### src/hdl/ctu_pkg.sv
// package of constants and types for the charge time unit edge control block
package ctu_pkg;
    // register byte offsets on the axi4-lite bus
    localparam logic [4:0] ADDR_CURRENT   = 5'h00; // current_source_control
    localparam logic [4:0] ADDR_EDGE      = 5'h04; // edge_channel_control
    localparam logic [4:0] ADDR_HIGH      = 5'h08; // unit_control_high
    localparam logic [4:0] ADDR_IRQ_STAT  = 5'h0C; // sticky event status
    localparam logic [4:0] ADDR_IRQ_MASK  = 5'h10; // interrupt mask
    // field positions in current_source_control
    localparam int RANGE_LSB = 0;
    localparam int TRIM_LSB  = 2;
    // field positions in edge_channel_control
    localparam int FLAG_A_BIT  = 0;
    localparam int FLAG_B_BIT  = 1;
    localparam int SEL_A_LSB   = 2;
    localparam int POL_A_BIT   = 4;
    localparam int SEL_B_LSB   = 5;
    localparam int POL_B_BIT   = 7;
    // field position in unit_control_high
    localparam int ORDER_BIT   = 2;
    // reset values
    localparam logic [7:0] CURRENT_RST = 8'h00;
    localparam logic [7:0] EDGE_RST    = 8'h00;
    localparam logic [7:0] HIGH_RST    = 8'h00;
    // range encodings; 01 is the smallest current range
    localparam logic [1:0] RANGE_SMALL = 2'h1;
    // axi responses
    localparam logic [1:0] RESP_OKAY   = 2'h0;
    localparam logic [1:0] RESP_SLVERR = 2'h2;
    // source selector codes
    localparam logic [1:0] SRC_PIN_A   = 2'h0;
    localparam logic [1:0] SRC_PIN_B   = 2'h1;
    localparam logic [1:0] SRC_TRIG_1  = 2'h2;
    localparam logic [1:0] SRC_TRIG_2  = 2'h3;

    // raw edge sources from outside
    typedef struct packed {
        logic edge_pin_a;
        logic edge_pin_b;
        logic trig_one;   // enhanced_compare_unit_one trigger
        logic trig_two;   // compare_unit_two trigger
    } ctu_src_s;

    // analogue side settings
    typedef struct packed {
        logic [5:0] current_trim;
        logic [1:0] current_range_sel;
        logic       source_enable;
    } ctu_ana_s;

    // bus slave states
    typedef enum logic [1:0] {
        BUS_IDLE = 2'b00,
        BUS_RESP = 2'b01
    } ctu_bus_e;
endpackage

### src/hdl/ctu_edge_ctrl.sv
// edge gated current source control with axi4-lite register slave
`timescale 1ns/1ps
// Summary of operation
// - two-bit range select, 01 is smallest
// - six-bit signed trim in bits seven:two
// - each channel selects pin or compare trigger
// - channels sense level, not transition
// - polarity bits seven and four per channel
// - ordering enable: second waits for first
// - channel event sets its status flag
// - config change matching level sets flag
// - source on when exactly one flag set
// - software may write flags, same gating
//
// notes for whoever picks this up next:
// - channel inputs are level compares; a config write that already matches
//   the pin level sets the flag in the same cycle the write executes
// - a hardware set always beats a software clear landing in the same cycle,
//   so a clear racing a live level is lost; software must quiet the source first
// - the ordering filter sees channel a's set from this very cycle, so both
//   channels going active together still gives a complete measurement
// - the source enable is a registered xor of the flags, in step with them;
//   the converter sees a gate window exactly as long as the flag interval
// - only the low write strobe matters, no register is wider than one byte
// - one write and one read at a time; the ready lines drop while a half waits
module ctu_edge_ctrl
(
    input  wire logic              aclk,
    input  wire logic              aresetn,
    input  wire logic [4:0]        s_axi_awaddr,
    input  wire logic              s_axi_awvalid,
    output logic                   s_axi_awready,
    input  wire logic [31:0]       s_axi_wdata,
    input  wire logic [3:0]        s_axi_wstrb,
    input  wire logic              s_axi_wvalid,
    output logic                   s_axi_wready,
    output logic [1:0]             s_axi_bresp,
    output logic                   s_axi_bvalid,
    input  wire logic              s_axi_bready,
    input  wire logic [4:0]        s_axi_araddr,
    input  wire logic              s_axi_arvalid,
    output logic                   s_axi_arready,
    output logic [31:0]            s_axi_rdata,
    output logic [1:0]             s_axi_rresp,
    output logic                   s_axi_rvalid,
    input  wire logic              s_axi_rready,
    input  wire ctu_pkg::ctu_src_s src,
    output ctu_pkg::ctu_ana_s      ana,
    output logic                   irq
);

    // whole module state in one record
    typedef struct packed {
        logic [7:0]        cur;      // current_source_control
        logic [7:0]        edg;      // edge_channel_control
        logic [7:0]        hi;       // unit_control_high
        logic [1:0]        stat;     // sticky event bits, a and b
        logic [1:0]        mask;     // interrupt mask
        logic              aw_got;   // write address held
        logic              w_got;    // write data held
        logic [4:0]        aw_addr;
        logic [31:0]       w_data;
        logic [3:0]        w_strb;
        ctu_pkg::ctu_bus_e wst;      // write channel state
        logic              bvalid;
        logic [1:0]        bresp;
        logic              arready;
        logic              rvalid;
        logic [31:0]       rdata;
        logic [1:0]        rresp;
        logic              irq;
        ctu_pkg::ctu_ana_s ana;
    } ctu_state_s;

    ctu_state_s st_reg;   // registered state
    ctu_state_s st_next;  // next state

    // select one of four sources by code
    function automatic logic pick(input logic [1:0] sel, input ctu_pkg::ctu_src_s s);
        logic v;
        v = 1'b0;
        case (sel)
            ctu_pkg::SRC_PIN_A:  v = s.edge_pin_a;
            ctu_pkg::SRC_PIN_B:  v = s.edge_pin_b;
            ctu_pkg::SRC_TRIG_1: v = s.trig_one;
            ctu_pkg::SRC_TRIG_2: v = s.trig_two;
            default:             v = 1'b0;
        endcase
        return v;
    endfunction

    logic       lvl_a;     // channel a selected source level
    logic       lvl_b;     // channel b selected source level
    logic       hit_a;     // channel a active per polarity
    logic       hit_b;     // channel b active per polarity
    logic       wr_fire;   // both write halves present
    logic [7:0] wbyte;     // low byte of write data
    logic [7:0] edg_cfg;   // edge register after this write
    logic [1:0] flags;     // flags after software and hardware
    logic       flag_a_q;  // channel a flag as registered
    logic       flag_b_q;  // channel b flag as registered
    logic       edge_wr;   // write to the edge register executes now
    logic       order_on;  // ordering filter enabled

    // channel inputs use the config in force this cycle
    always_comb
    begin
        wr_fire = st_reg.aw_got && st_reg.w_got && (st_reg.wst == ctu_pkg::BUS_IDLE);
        wbyte   = st_reg.w_data[7:0];
        // registered views used by the checks below
        flag_a_q = st_reg.edg[ctu_pkg::FLAG_A_BIT];
        flag_b_q = st_reg.edg[ctu_pkg::FLAG_B_BIT];
        order_on = st_reg.hi[ctu_pkg::ORDER_BIT];
        edge_wr  = wr_fire && st_reg.w_strb[0] && (st_reg.aw_addr == ctu_pkg::ADDR_EDGE);
        // new config applies at once, so a write that matches the level sets the flag
        edg_cfg = st_reg.edg;
        if (wr_fire && st_reg.w_strb[0] && st_reg.aw_addr == ctu_pkg::ADDR_EDGE)
        begin
            edg_cfg = wbyte;
        end
        lvl_a = pick(edg_cfg[ctu_pkg::SEL_A_LSB +: 2], src);
        lvl_b = pick(edg_cfg[ctu_pkg::SEL_B_LSB +: 2], src);
        // level compare, not an edge detector
        hit_a = (lvl_a == edg_cfg[ctu_pkg::POL_A_BIT]);
        hit_b = (lvl_b == edg_cfg[ctu_pkg::POL_B_BIT]);
        flags = {edg_cfg[ctu_pkg::FLAG_B_BIT], edg_cfg[ctu_pkg::FLAG_A_BIT]};
        // hardware sets win over a software clear in the same cycle
        if (hit_a)
        begin
            flags[0] = 1'b1;
        end
        // ordering filter looks at channel a including this cycle's set
        if (hit_b && (!st_reg.hi[ctu_pkg::ORDER_BIT] || flags[0]))
        begin
            flags[1] = 1'b1;
        end
    end

    // next state of registers, bus and outputs
    always_comb
    begin
        st_next = st_reg;
        // write address and data taken in either order
        if (s_axi_awvalid && s_axi_awready)
        begin
            st_next.aw_got  = 1'b1;
            st_next.aw_addr = s_axi_awaddr;
        end
        if (s_axi_wvalid && s_axi_wready)
        begin
            st_next.w_got  = 1'b1;
            st_next.w_data = s_axi_wdata;
            st_next.w_strb = s_axi_wstrb;
        end
        // flags are sticky; only a write clears them
        st_next.edg = {edg_cfg[7:2], flags};
        // new flag rises feed the interrupt status
        st_next.stat = st_reg.stat | (flags & ~st_reg.edg[1:0]);
        if (wr_fire)
        begin
            st_next.aw_got = 1'b0;
            st_next.w_got  = 1'b0;
            st_next.wst    = ctu_pkg::BUS_RESP;
            st_next.bvalid = 1'b1;
            st_next.bresp  = ctu_pkg::RESP_OKAY;
            if (st_reg.w_strb[0])
            begin
                case (st_reg.aw_addr)
                    ctu_pkg::ADDR_CURRENT:  st_next.cur = wbyte;
                    ctu_pkg::ADDR_EDGE:     ;                          // applied above
                    ctu_pkg::ADDR_HIGH:     st_next.hi = wbyte;
                    ctu_pkg::ADDR_IRQ_STAT: st_next.stat = (st_reg.stat & ~wbyte[1:0])
                                                | (flags & ~st_reg.edg[1:0]);
                    ctu_pkg::ADDR_IRQ_MASK: st_next.mask = wbyte[1:0];
                    default:                st_next.bresp = ctu_pkg::RESP_SLVERR;
                endcase
            end
            else if (st_reg.aw_addr > ctu_pkg::ADDR_IRQ_MASK || st_reg.aw_addr[1:0] != 2'h0)
            begin
                st_next.bresp = ctu_pkg::RESP_SLVERR;
            end
        end
        // write response held until taken
        if (st_reg.bvalid && s_axi_bready)
        begin
            st_next.bvalid = 1'b0;
            st_next.wst    = ctu_pkg::BUS_IDLE;
        end
        // read: one cycle accept, data the next
        st_next.arready = 1'b0;
        if (s_axi_arvalid && st_reg.arready)
        begin
            st_next.rvalid = 1'b1;
            st_next.rresp  = ctu_pkg::RESP_OKAY;
            case (s_axi_araddr)
                ctu_pkg::ADDR_CURRENT:  st_next.rdata = {24'h000000, st_reg.cur};
                ctu_pkg::ADDR_EDGE:     st_next.rdata = {24'h000000, st_reg.edg};
                ctu_pkg::ADDR_HIGH:     st_next.rdata = {24'h000000, st_reg.hi};
                ctu_pkg::ADDR_IRQ_STAT: st_next.rdata = {30'h00000000, st_reg.stat};
                ctu_pkg::ADDR_IRQ_MASK: st_next.rdata = {30'h00000000, st_reg.mask};
                default:
                begin
                    st_next.rdata = 32'h00000000;
                    st_next.rresp = ctu_pkg::RESP_SLVERR;
                end
            endcase
        end
        else if (!st_reg.rvalid && !(st_reg.rvalid && s_axi_rready))
        begin
            st_next.arready = 1'b1;
        end
        if (st_reg.rvalid && s_axi_rready)
        begin
            st_next.rvalid = 1'b0;
        end
        // source on only between the two edges
        st_next.ana.source_enable     = st_next.edg[0] ^ st_next.edg[1];
        st_next.ana.current_range_sel = st_next.cur[ctu_pkg::RANGE_LSB +: 2];
        st_next.ana.current_trim      = st_next.cur[ctu_pkg::TRIM_LSB +: 6];
        st_next.irq                   = |(st_next.stat & st_next.mask);
    end

    // single register stage, synchronous reset
    always_ff @(posedge aclk)
    begin
        if (!aresetn)
        begin
            st_reg      <= '0;
            st_reg.cur  <= ctu_pkg::CURRENT_RST;
            st_reg.edg  <= ctu_pkg::EDGE_RST;
            st_reg.hi   <= ctu_pkg::HIGH_RST;
            st_reg.wst  <= ctu_pkg::BUS_IDLE;
        end
        else
        begin
            st_reg <= st_next;
        end
    end

    // ports straight from flops except the write readies, decoded with reset; address channels free only when idle
    assign s_axi_awready = !st_reg.aw_got && (st_reg.wst == ctu_pkg::BUS_IDLE) && aresetn;
    assign s_axi_wready  = !st_reg.w_got && (st_reg.wst == ctu_pkg::BUS_IDLE) && aresetn;
    assign s_axi_bvalid  = st_reg.bvalid;
    assign s_axi_bresp   = st_reg.bresp;
    assign s_axi_arready = st_reg.arready;
    assign s_axi_rvalid  = st_reg.rvalid;
    assign s_axi_rdata   = st_reg.rdata;
    assign s_axi_rresp   = st_reg.rresp;
    assign ana           = st_reg.ana;
    assign irq           = st_reg.irq;

    // enable matches the flag xor in the same cycle
    a_enable_xor: assert property (@(posedge aclk) disable iff (!aresetn)
        1'b1 |=> ana.source_enable == (flag_a_q ^ flag_b_q))
        else $error("source enable not xor of flags");

    // active channel a sets its flag next cycle
    a_flag_a_set: assert property (@(posedge aclk) disable iff (!aresetn)
        hit_a |=> flag_a_q)
        else $error("channel a event lost");

    // ordered mode never sets b alone from hardware
    a_order_hold: assert property (@(posedge aclk) disable iff (!aresetn)
        (order_on && !flags[0] && !edge_wr) |=> !($rose(flag_b_q) && !flag_a_q))
        else $error("channel b accepted before a");

    // flag stays without a write to it
    a_flag_sticky: assert property (@(posedge aclk) disable iff (!aresetn)
        (flag_a_q && !(wr_fire && st_reg.aw_addr == ctu_pkg::ADDR_EDGE)) |=> flag_a_q)
        else $error("flag dropped without write");

    // range output mirrors register
    a_range_out: assert property (@(posedge aclk) disable iff (!aresetn)
        ##1 ana.current_range_sel == st_reg.cur[ctu_pkg::RANGE_LSB +: 2])
        else $error("range output wrong");

    // trim output mirrors register
    a_trim_out: assert property (@(posedge aclk) disable iff (!aresetn)
        ##1 ana.current_trim == st_reg.cur[ctu_pkg::TRIM_LSB +: 6])
        else $error("trim output wrong");

    // matching level with b picked sets flag b when unordered
    a_level_b: assert property (@(posedge aclk) disable iff (!aresetn)
        (hit_b && !order_on) |=> flag_b_q)
        else $error("channel b level ignored");

    // a software write of flags lands the next cycle
    a_sw_flags: assert property (@(posedge aclk) disable iff (!aresetn)
        (edge_wr && !hit_a && !hit_b) |=> {flag_b_q, flag_a_q}
            == $past({st_reg.w_data[ctu_pkg::FLAG_B_BIT], st_reg.w_data[ctu_pkg::FLAG_A_BIT]}))
        else $error("software flag write lost");

    // b flag sticky as well, only a write drops it
    a_flag_b_sticky: assert property (@(posedge aclk) disable iff (!aresetn)
        (flag_b_q && !edge_wr) |=> flag_b_q)
        else $error("flag b dropped without write");

    // ordered mode takes b once a is already set
    a_order_b_set: assert property (@(posedge aclk) disable iff (!aresetn)
        (hit_b && order_on && flag_a_q && !wr_fire) |=> flag_b_q)
        else $error("channel b refused after a");

    // both flags set: current source off
    a_both_off: assert property (@(posedge aclk) disable iff (!aresetn)
        (flag_a_q && flag_b_q) |-> !ana.source_enable)
        else $error("source on with both flags");

    // no flag set: current source off
    a_none_off: assert property (@(posedge aclk) disable iff (!aresetn)
        (!flag_a_q && !flag_b_q) |-> !ana.source_enable)
        else $error("source on with no flag");

    // exactly one flag: current source on
    a_one_on: assert property (@(posedge aclk) disable iff (!aresetn)
        (flag_a_q ^ flag_b_q) |-> ana.source_enable)
        else $error("source off with one flag");

    // config write that matches the level sets flag a
    a_cfg_match: assert property (@(posedge aclk) disable iff (!aresetn)
        (edge_wr && hit_a) |=> flag_a_q)
        else $error("config match did not set flag");

    // current register takes the written byte
    a_cur_write: assert property (@(posedge aclk) disable iff (!aresetn)
        (wr_fire && st_reg.w_strb[0] && st_reg.aw_addr == ctu_pkg::ADDR_CURRENT)
        |=> st_reg.cur == $past(st_reg.w_data[7:0]))
        else $error("current register write lost");

    // write response stands until taken
    a_bvalid_hold: assert property (@(posedge aclk) disable iff (!aresetn)
        (s_axi_bvalid && !s_axi_bready) |=> s_axi_bvalid)
        else $error("write response dropped early");

    // read response stands until taken
    a_rvalid_hold: assert property (@(posedge aclk) disable iff (!aresetn)
        (s_axi_rvalid && !s_axi_rready) |=> s_axi_rvalid)
        else $error("read response dropped early");

    // read data stays put while it waits
    a_rdata_hold: assert property (@(posedge aclk) disable iff (!aresetn)
        (s_axi_rvalid && !s_axi_rready) |=> $stable(s_axi_rdata))
        else $error("read data changed while waiting");

    // interrupt is high exactly while an unmasked status bit is set
    a_irq_level: assert property (@(posedge aclk) disable iff (!aresetn)
        1'b1 |-> irq == |(st_reg.stat & st_reg.mask))
        else $error("interrupt level wrong");
endmodule

### config.mk
export PLATFORM = sky130hd
export DESIGN_NAME = ctu_edge_ctrl
export DESIGN_NICKNAME = d
export VERILOG_FILES = /design/src/hdl/ctu_pkg.sv /design/src/hdl/ctu_edge_ctrl.sv
export SDC_FILE = /design/constraint.sdc
export NUM_CORES = 1
export LEC_CHECK = 0
export BUFFER_PORTS_ARGS = -buffer_cell sky130_fd_sc_hd__buf_2
export CAP_MARGIN = 10
export CELL_PAD_IN_SITES_DETAIL_PLACEMENT = 0
export CELL_PAD_IN_SITES_GLOBAL_PLACEMENT = 1
export CORE_MARGIN = 3
export CORE_UTILIZATION = 36
export DETAILED_ROUTE_END_ITERATION = 8
export PLACE_DENSITY_LB_ADDON = 0.05
export SYNTH_ARGS = -nofsm -noshare
export SYNTH_HDL_FRONTEND = slang
export SYNTH_SLANG_ARGS = --single-unit
### constraint.sdc
create_clock -name aclk -period 3.11 [get_ports aclk]
set_input_delay 0.7775 -clock aclk [delete_from_list [all_inputs] [get_ports aclk]]
set_output_delay 0.7775 -clock aclk [all_outputs]
set_load 0.05 [all_outputs]
==> reports/metrics.yaml, run 1 <==
run_status:
  run_status: "completed"
clocking:
  htree_levels: 3
  clock_insertion_delay_worst_skew_ns: 0.34
  post_cts_buffers: 0
  cts_tree: "done"
  ctsLongestPathBuffers: 2
  clk_pin_slew_worst_paths_ns: 0.07
  clock_tree.root_cell: "clkbuf_8"
  cts_buffers: 9
  cts.sink_count: 59
  cts.hold.buffers_added: 0
  cts_resized: 0
routing:
  route.detailed.wl_per_inst_um: 14.5
  met3WireLength_um: 385
  post_drt_via_cell_ratio: 4.84
  first_iter_violations: 80
  firstDrtPassIters: 4
  routed_wl_um: 7250
  top_layer: "met4"
  dr_total_vias: 2422
  detail-route-antenna-nets: 0
  route.met2.wl_um: 3190
  drt_drc_violations_left: 0
  met1_length_um: 3550
logic_synthesis:
  netlist_top_cells_count: "nand2_1 (72), dfxtp_1 (59), buf_4 (45), a21boi_0 (26), mux2i_1 (18)"
  mappedNetlistArea_um2: 3080
  netlist_top_cells_area: "dfxtp_1 (38%), buf_4 (11%), nand2_1 (8.8%)"
  synthArstFlopShare_pct: 0
  yosysSeqAreaShare_pct: 38.3
  ys_types: 49
  dominantRegCellSynth: "dfxtp_1"
  ys_seq_elements: 59
  synth_edf_count: 0
  post_synth_inst_count: 354
  postSynthAreaPerCell_um2: 8.71
  synth_top_area_share_pct: 38.3
  synthMostInstantiatedCell: "nand2_1"
  yosysWarningCount: 0
  synth.largest_area_cell: "dfxtp_1"
floorplan:
  num_io_pins: 108
  rows: 33
  die_x_um: 98.5
  area_inside_the_core_boundary_um2: 8260
  die_area_um2: 9710
  fp.dieH_um: 98.5
  floorplan.initialDensity_pct: 37.3
timing:
  slew_headroom_pct: 60.7
  rsz0062_at_grt: "no"
  setup_viol: 0
  clock_skew_ns: 0.0102
  timing_worst_slew_pin_value_ns: 0.589
  period_needed_ns: 2.67
  fin_crit_sh_pct: 86.0
  timing_max_transition_violations_final: 0
  timing.final.hold_violations: 0
  timing.fmax_mhz: 374
  fin_setup_tns_ns: 0
grt:
  initial_antenna_violation_count: 0
  grt_start_max_net_pins: 38
  grt_pass1_wl_um: 12000
  first_global_vias: 2278
  grt_usage_pct: 15.6
  grt_remaining_overflow: 0
critical_path:
  cp.arrival_ns: 2.91
  path_class: "flop to flop"
  start_kind: "flop"
  critical_path.endpoint_type: "flop"
  path_max_fanout: 5
  cp.required_ns: 3.34
cells_and_area:
  antennaDiodeCount: 0
  drive_gt1_share_pct: 22.0
  largest_register_ff_count: 42
  area_growth_syn_to_layout_pct: 12.6
  net_count_reported_at_finish: 447
pwr:
  power.density_nw_per_um2: 573
  total_leakage_power_nw: 1.46
  power.ir.vdd_worst_mv: 0.295
  finalPower_w: 0.00199
job:
  max-cap-violations: 0
placed_design:
  port-buffer-count: 54
  place.detailed.hpwl_um: 5240
  gp_routability_congestion: 0.745
hold_path:
  worstHoldPathType: "flop to flop"
[cells in the final DEF, fill, tap and decap left out, types with 6 or more instances in the layout]
cell type,Yosys,layout
conb_1,1,26
nand2_1,72,72
o21ai_0,14,14
buf_2,0,54
nor2b_1,15,15
a21boi_0,26,26
clkbuf_8,1,11
mux2i_1,18,18
nand2b_1,7,7
a222oi_1,6,6
nor2_1,10,10
and2_1,16,16
dfxtp_1,59,59
[logic make-up after synthesis]
| logic type | Yosys count | share of synthesized area (%) |
|---|---|---|
| other cells | 1 | 0.122 |
| simple gates | 143 | 24.2 |
| flops | 59 | 38.3 |
| buf+inv | 62 | 13.8 |
| compound gates | 65 | 15.5 |
| xor+xnor | 2 | 0.568 |
| mux | 22 | 7.43 |
[stage by stage]
| step | setup slack, ns | area [µm²] | cells | hold slack, ns | util [%] |
|---|---|---|---|---|---|
| 3_5_place_dp | 0.364 | 3200 | 484 | 0.457 | 38.7 |
| 3_3_place_gp | 0.319 | 3200 | 484 | 0.450 | 38.7 |
| 2_1_floorplan | 0.523 | 3180 | 379 | 0.441 | - |
| 4_1_cts | 0.405 | 3470 | 500 | 0.467 | 42.0 |
| 5_1_grt | 0.207 | 3470 | 500 | 0.494 | 42.0 |
| 6_report | 0.436 | 3470 | 500 | 0.462 | 42.0 |
[cell type report]
class | count | area (µm²)
fill | 880 | 4790
multi-input combinational | 258 | 1570
sequential | 59 | 1180
timing repair buffer | 58 | 300
clock buffer | 12 | 155
tap | 105 | 131
clock inverter | 4 | 120
inverter | 4 | 15.0
[layer usage]
metal | vias up | GRT usage, %
met5 | - | 0
li1 | 1217 | -
met3 | 11 | 4.95
met1 | 1125 | 21.3
met4 | 0 | 4.73
met2 | 69 | 23.5
[worst max-delay path: stages (launching register included)]
cell and delay [ns]:
dfxtp_1 0.36, or4b_4 0.58, a2111oi_0 0.43, a311oi_1 0.09, mux2i_1 0.23, xor2_1 0.10
o22ai_1 0.20, a21boi_1 0.26, mux2_1 0.34
[power by group]
part	leakage, nW	internal [W]	switching, W	total, W
Clock	0.137	0.000658	0.000309	0.000967
Combinational	0.839	0.0000610	0.000163	0.000224
Sequential	0.479	0.000776	0.0000228	0.000799
[path summary, 6_finish.rpt]
kind	cells after the start	startpoint	slack (ns)	to
max	8	st_reg[87]	0.44	ana[0]
min	2	st_reg[105]	0.46	st_reg[105]
max reg2reg	8	st_reg[87]	0.44	ana[0]
min reg2reg	2	st_reg[105]	0.46	st_reg[105]
Note: power is estimated with default switching activity, not from simulation.
==> run 2, diff against run 1 <==
--- a/config.mk
+++ b/config.mk
@@ -9,6 +9,7 @@
 export CAP_MARGIN = 10
 export CELL_PAD_IN_SITES_DETAIL_PLACEMENT = 0
 export CELL_PAD_IN_SITES_GLOBAL_PLACEMENT = 1
+export CORE_ASPECT_RATIO = 0.6
 export CORE_MARGIN = 3
 export CORE_UTILIZATION = 36
 export DETAILED_ROUTE_END_ITERATION = 8
==> run 2 against run 1 <==
Effect of this change: fmax decreased by 0.27%; clock-buffer cell count increased by 1; cell count increased by 0.60%; largest power group unchanged.
==> reports/metrics.yaml, run 2 (synthesis results as in run 1) <==
run_status:
  run_status: "completed"  # unchanged
critical_path:
  regToRegStartpoint: "st_reg[51]"  # was st_reg[87]
  cp.arrival_ns: 2.89  # was 2.91 ns
  largest_stage_delay_on_the_critical_path_ns: 0.53  # was 0.58 ns
  slowest_stage: "or4b_4"  # unchanged
  cp.required_ns: 3.32  # was 3.34 ns
  path_class: "flop to flop"  # unchanged
  critical_path.endpoint_type: "flop"  # unchanged
  r2r-end: "ana[0]"  # unchanged
  cp_cell_sequence: "or4b_4 -> a2111oi_0 -> a311oi_1 -> mux2i_1 -> xor2_1 -> o22ai_1 -> a21boi_1 -> mux2_1"  # unchanged
  start_kind: "flop"  # unchanged
  setup.reg_to_reg.worst_slack_ns: 0.43  # was 0.44 ns
  worstPathBufferInverterCount: 0  # unchanged
  timing.critical_path.max_delay_family: "compound AO/OA/AOI/OAI gates"  # unchanged
  path_max_fanout: 5  # unchanged
  worstRegToRegCells: 8  # unchanged
cells_and_area:
  net_count_reported_at_finish: 447  # unchanged
  largest_register_ff_count: 42  # unchanged
  area_growth_syn_to_layout_pct: 12.1  # was 12.6%
  multi_input_gate_area_in_the_final_layout_um2: 1570  # unchanged
  final_common_cell: "nand2_1"  # unchanged
  drive_gt1_share_pct: 21.3  # was 22.0%
  layout.cells.most_common_list: "nand2_1 (72), dfxtp_1 (59), buf_2 (54), a21boi_0 (26), conb_1 (26)"  # unchanged
  antennaDiodeCount: 0  # unchanged
  fill_cells: 836  # was 880
  footprint_of_the_flip_flops_and_latches_um2: 1180  # unchanged
pwr:
  power.switching_fraction_pct: 27.2  # was 24.9%
  power.net_switching_w: 0.000514  # was 0.000495 W
  p_int_w: 0.00137  # was 0.00150 W
  seq_power_share_pct: 42.5  # was 40.2%
  power.ir.vdd_worst_mv: 0.275  # was 0.295 mV
  comb_power_share_pct: 11.9  # was 11.2%
  total_leakage_power_nw: 1.45  # was 1.46 nW
  p_clk_share_pct: 45.6  # was 48.6%
  power.density_nw_per_um2: 546  # was 573 nW/µm²
clocking:
  cts.hold.buffers_added: 0  # unchanged
  clock_insertion_delay_worst_skew_ns: 0.32  # was 0.34 ns
  cts_tree: "done"  # unchanged
  htree_levels: 3  # unchanged
  cts_buffers: 9  # unchanged
  post_cts_buffers: 0  # unchanged
  cts.sink_count: 59  # unchanged
  ctsLongestPathBuffers: 2  # unchanged
  cts_resized: 0  # unchanged
  clk_pin_slew_worst_paths_ns: 0.05  # was 0.07 ns
  clock_tree.root_cell: "clkbuf_16"  # was clkbuf_8
timing:
  fin_crit_sh_pct: 86.2  # was 86.0%
  timing_max_transition_violations_final: 0  # unchanged
  timing_worst_slew_pin_value_ns: 0.694  # was 0.589 ns
  timing.final.hold_violations: 0  # unchanged
  rsz0062_at_grt: "no"  # unchanged
  fin_setup_tns_ns: 0  # unchanged
  clock_skew_ns: 0.00500  # was 0.0102 ns
  setup_viol: 0  # unchanged
  period_needed_ns: 2.68  # was 2.67 ns
  post-route-worst-setup-slack_ns: 0.429  # was 0.436 ns
  timing.fmax_mhz: 373  # was 374 MHz
  hold_ws_ns: 0.464  # was 0.462 ns
  slew_headroom_pct: 53.6  # was 60.7%
floorplan:
  die_area_um2: 9750  # was 9710 µm²
  num_io_pins: 108  # unchanged
  floorplan.initialDensity_pct: 38.1  # was 37.3%
  area_inside_the_core_boundary_um2: 8100  # was 8260 µm²
  fp.dieH_um: 77.7  # was 98.5 µm
  rows: 25  # was 33
  die_x_um: 125  # was 98.5 µm
grt:
  grt_usage_pct: 15.9  # was 15.6%
  initial_antenna_violation_count: 0  # unchanged
  grt_remaining_overflow: 0  # unchanged
  first_global_vias: 2304  # was 2,278
  grt_pass1_wl_um: 12100  # was 12,000 µm
  grt_start_max_net_pins: 50  # was 38
hold_path:
  end_point_of_the_worst_hold_path: "st_reg[104]"  # was st_reg[105]
  hold-path-cell-count: 2  # unchanged
  hold_start: "st_reg[104]"  # was st_reg[105]
  worstHoldPathType: "flop to flop"  # unchanged
routing:
  dr_total_vias: 2427  # was 2,422
  route.detailed.wl_per_inst_um: 14.9  # was 14.5 µm
  detail-route-antenna-nets: 0  # unchanged
  post_drt_via_cell_ratio: 4.83  # was 4.84
  drt_drc_violations_left: 0  # unchanged
  first_iter_violations: 124  # was 80
  firstDrtPassIters: 5  # was 4
  routed_wl_um: 7490  # was 7250 µm
placed_design:
  place.detailed.hpwl_um: 5410  # was 5240 µm
  port-buffer-count: 54  # unchanged
  gp_routability_congestion: 0.745  # about the same
  dpl_worst_slack_ns: 0.379  # was 0.364 ns
job:
  max-cap-violations: 0  # unchanged
==> run 2: cell count changes in the layout (fill, tap and decap cells not counted) <==
cell       delta
bufinv_16     -4
clkbuf_16     +9
clkbuf_1      +3
clkbuf_8     -11
clkinv_2      +3
==> run 2: worst max-delay path by stage <==
stage | startpoint | endpoint | cells after the start
after floorplan | st_reg[49] | ana[0] | 9
after CTS | st_reg[51] | ana[0] | 8
after global routing | st_reg[51] | ana[0] | 8
after detailed placement | src[3] | ana[0] | 9
after global placement | src[0] | ana[0] | 9
final | st_reg[51] | ana[0] | 8
==> run 2: power groups by stage <==
stage	combinational [W]	clock (W)	sequential, W
after global routing	0.000244	0.000915	0.000804
after CTS	0.000226	0.000890	0.000801
after detailed placement	0.000226	0	0.000817
after floorplan	0.000199	0	0.000817
after global placement	0.000225	0	0.000816
final	0.000225	0.000860	0.000802
==> run 2: area by class of cell <==
| class | count | area share (%) |
|---|---|---|
| clock buffers | 13 | 6.95 |
| flip-flops and latches | 59 | 34.2 |
| repair buffers | 58 | 8.69 |
| inverters | 4 | 0.434 |
| multi-input cells | 258 | 45.4 |
| well taps | 108 | 3.91 |
| clock inverters | 3 | 0.434 |
==> run 2: stage by stage <==
step	power (W)	instances	instance area, µm²	utilization [%]
CTS	0.00192	503	3460	42.7
floorplan	0.00102	379	3180	-
finish	0.00189	503	3460	42.7
global route	0.00196	503	3460	42.7
global placement	0.00104	487	3200	39.5
detailed placement	0.00104	487	3200	39.5
==> run 2: per-layer routing <==
| metal | GRT usage, % | routed length, µm | vias to the layer above |
|---|---|---|---|
| li1 | - | - | 1223 |
| met4 | 5.19 | 93 | 0 |
| met1 | 23.3 | 4050 | 1117 |
| met3 | 5.64 | 553 | 10 |
| met5 | 0 | 0 | - |
| met2 | 21.4 | 2790 | 77 |
==> run 2: worst min-delay path: cells and delay by family (launching register included) <==
kind            cells  cell delay (ns)
simple gates        1             0.05
flops               1             0.31
compound gates      1             0.06
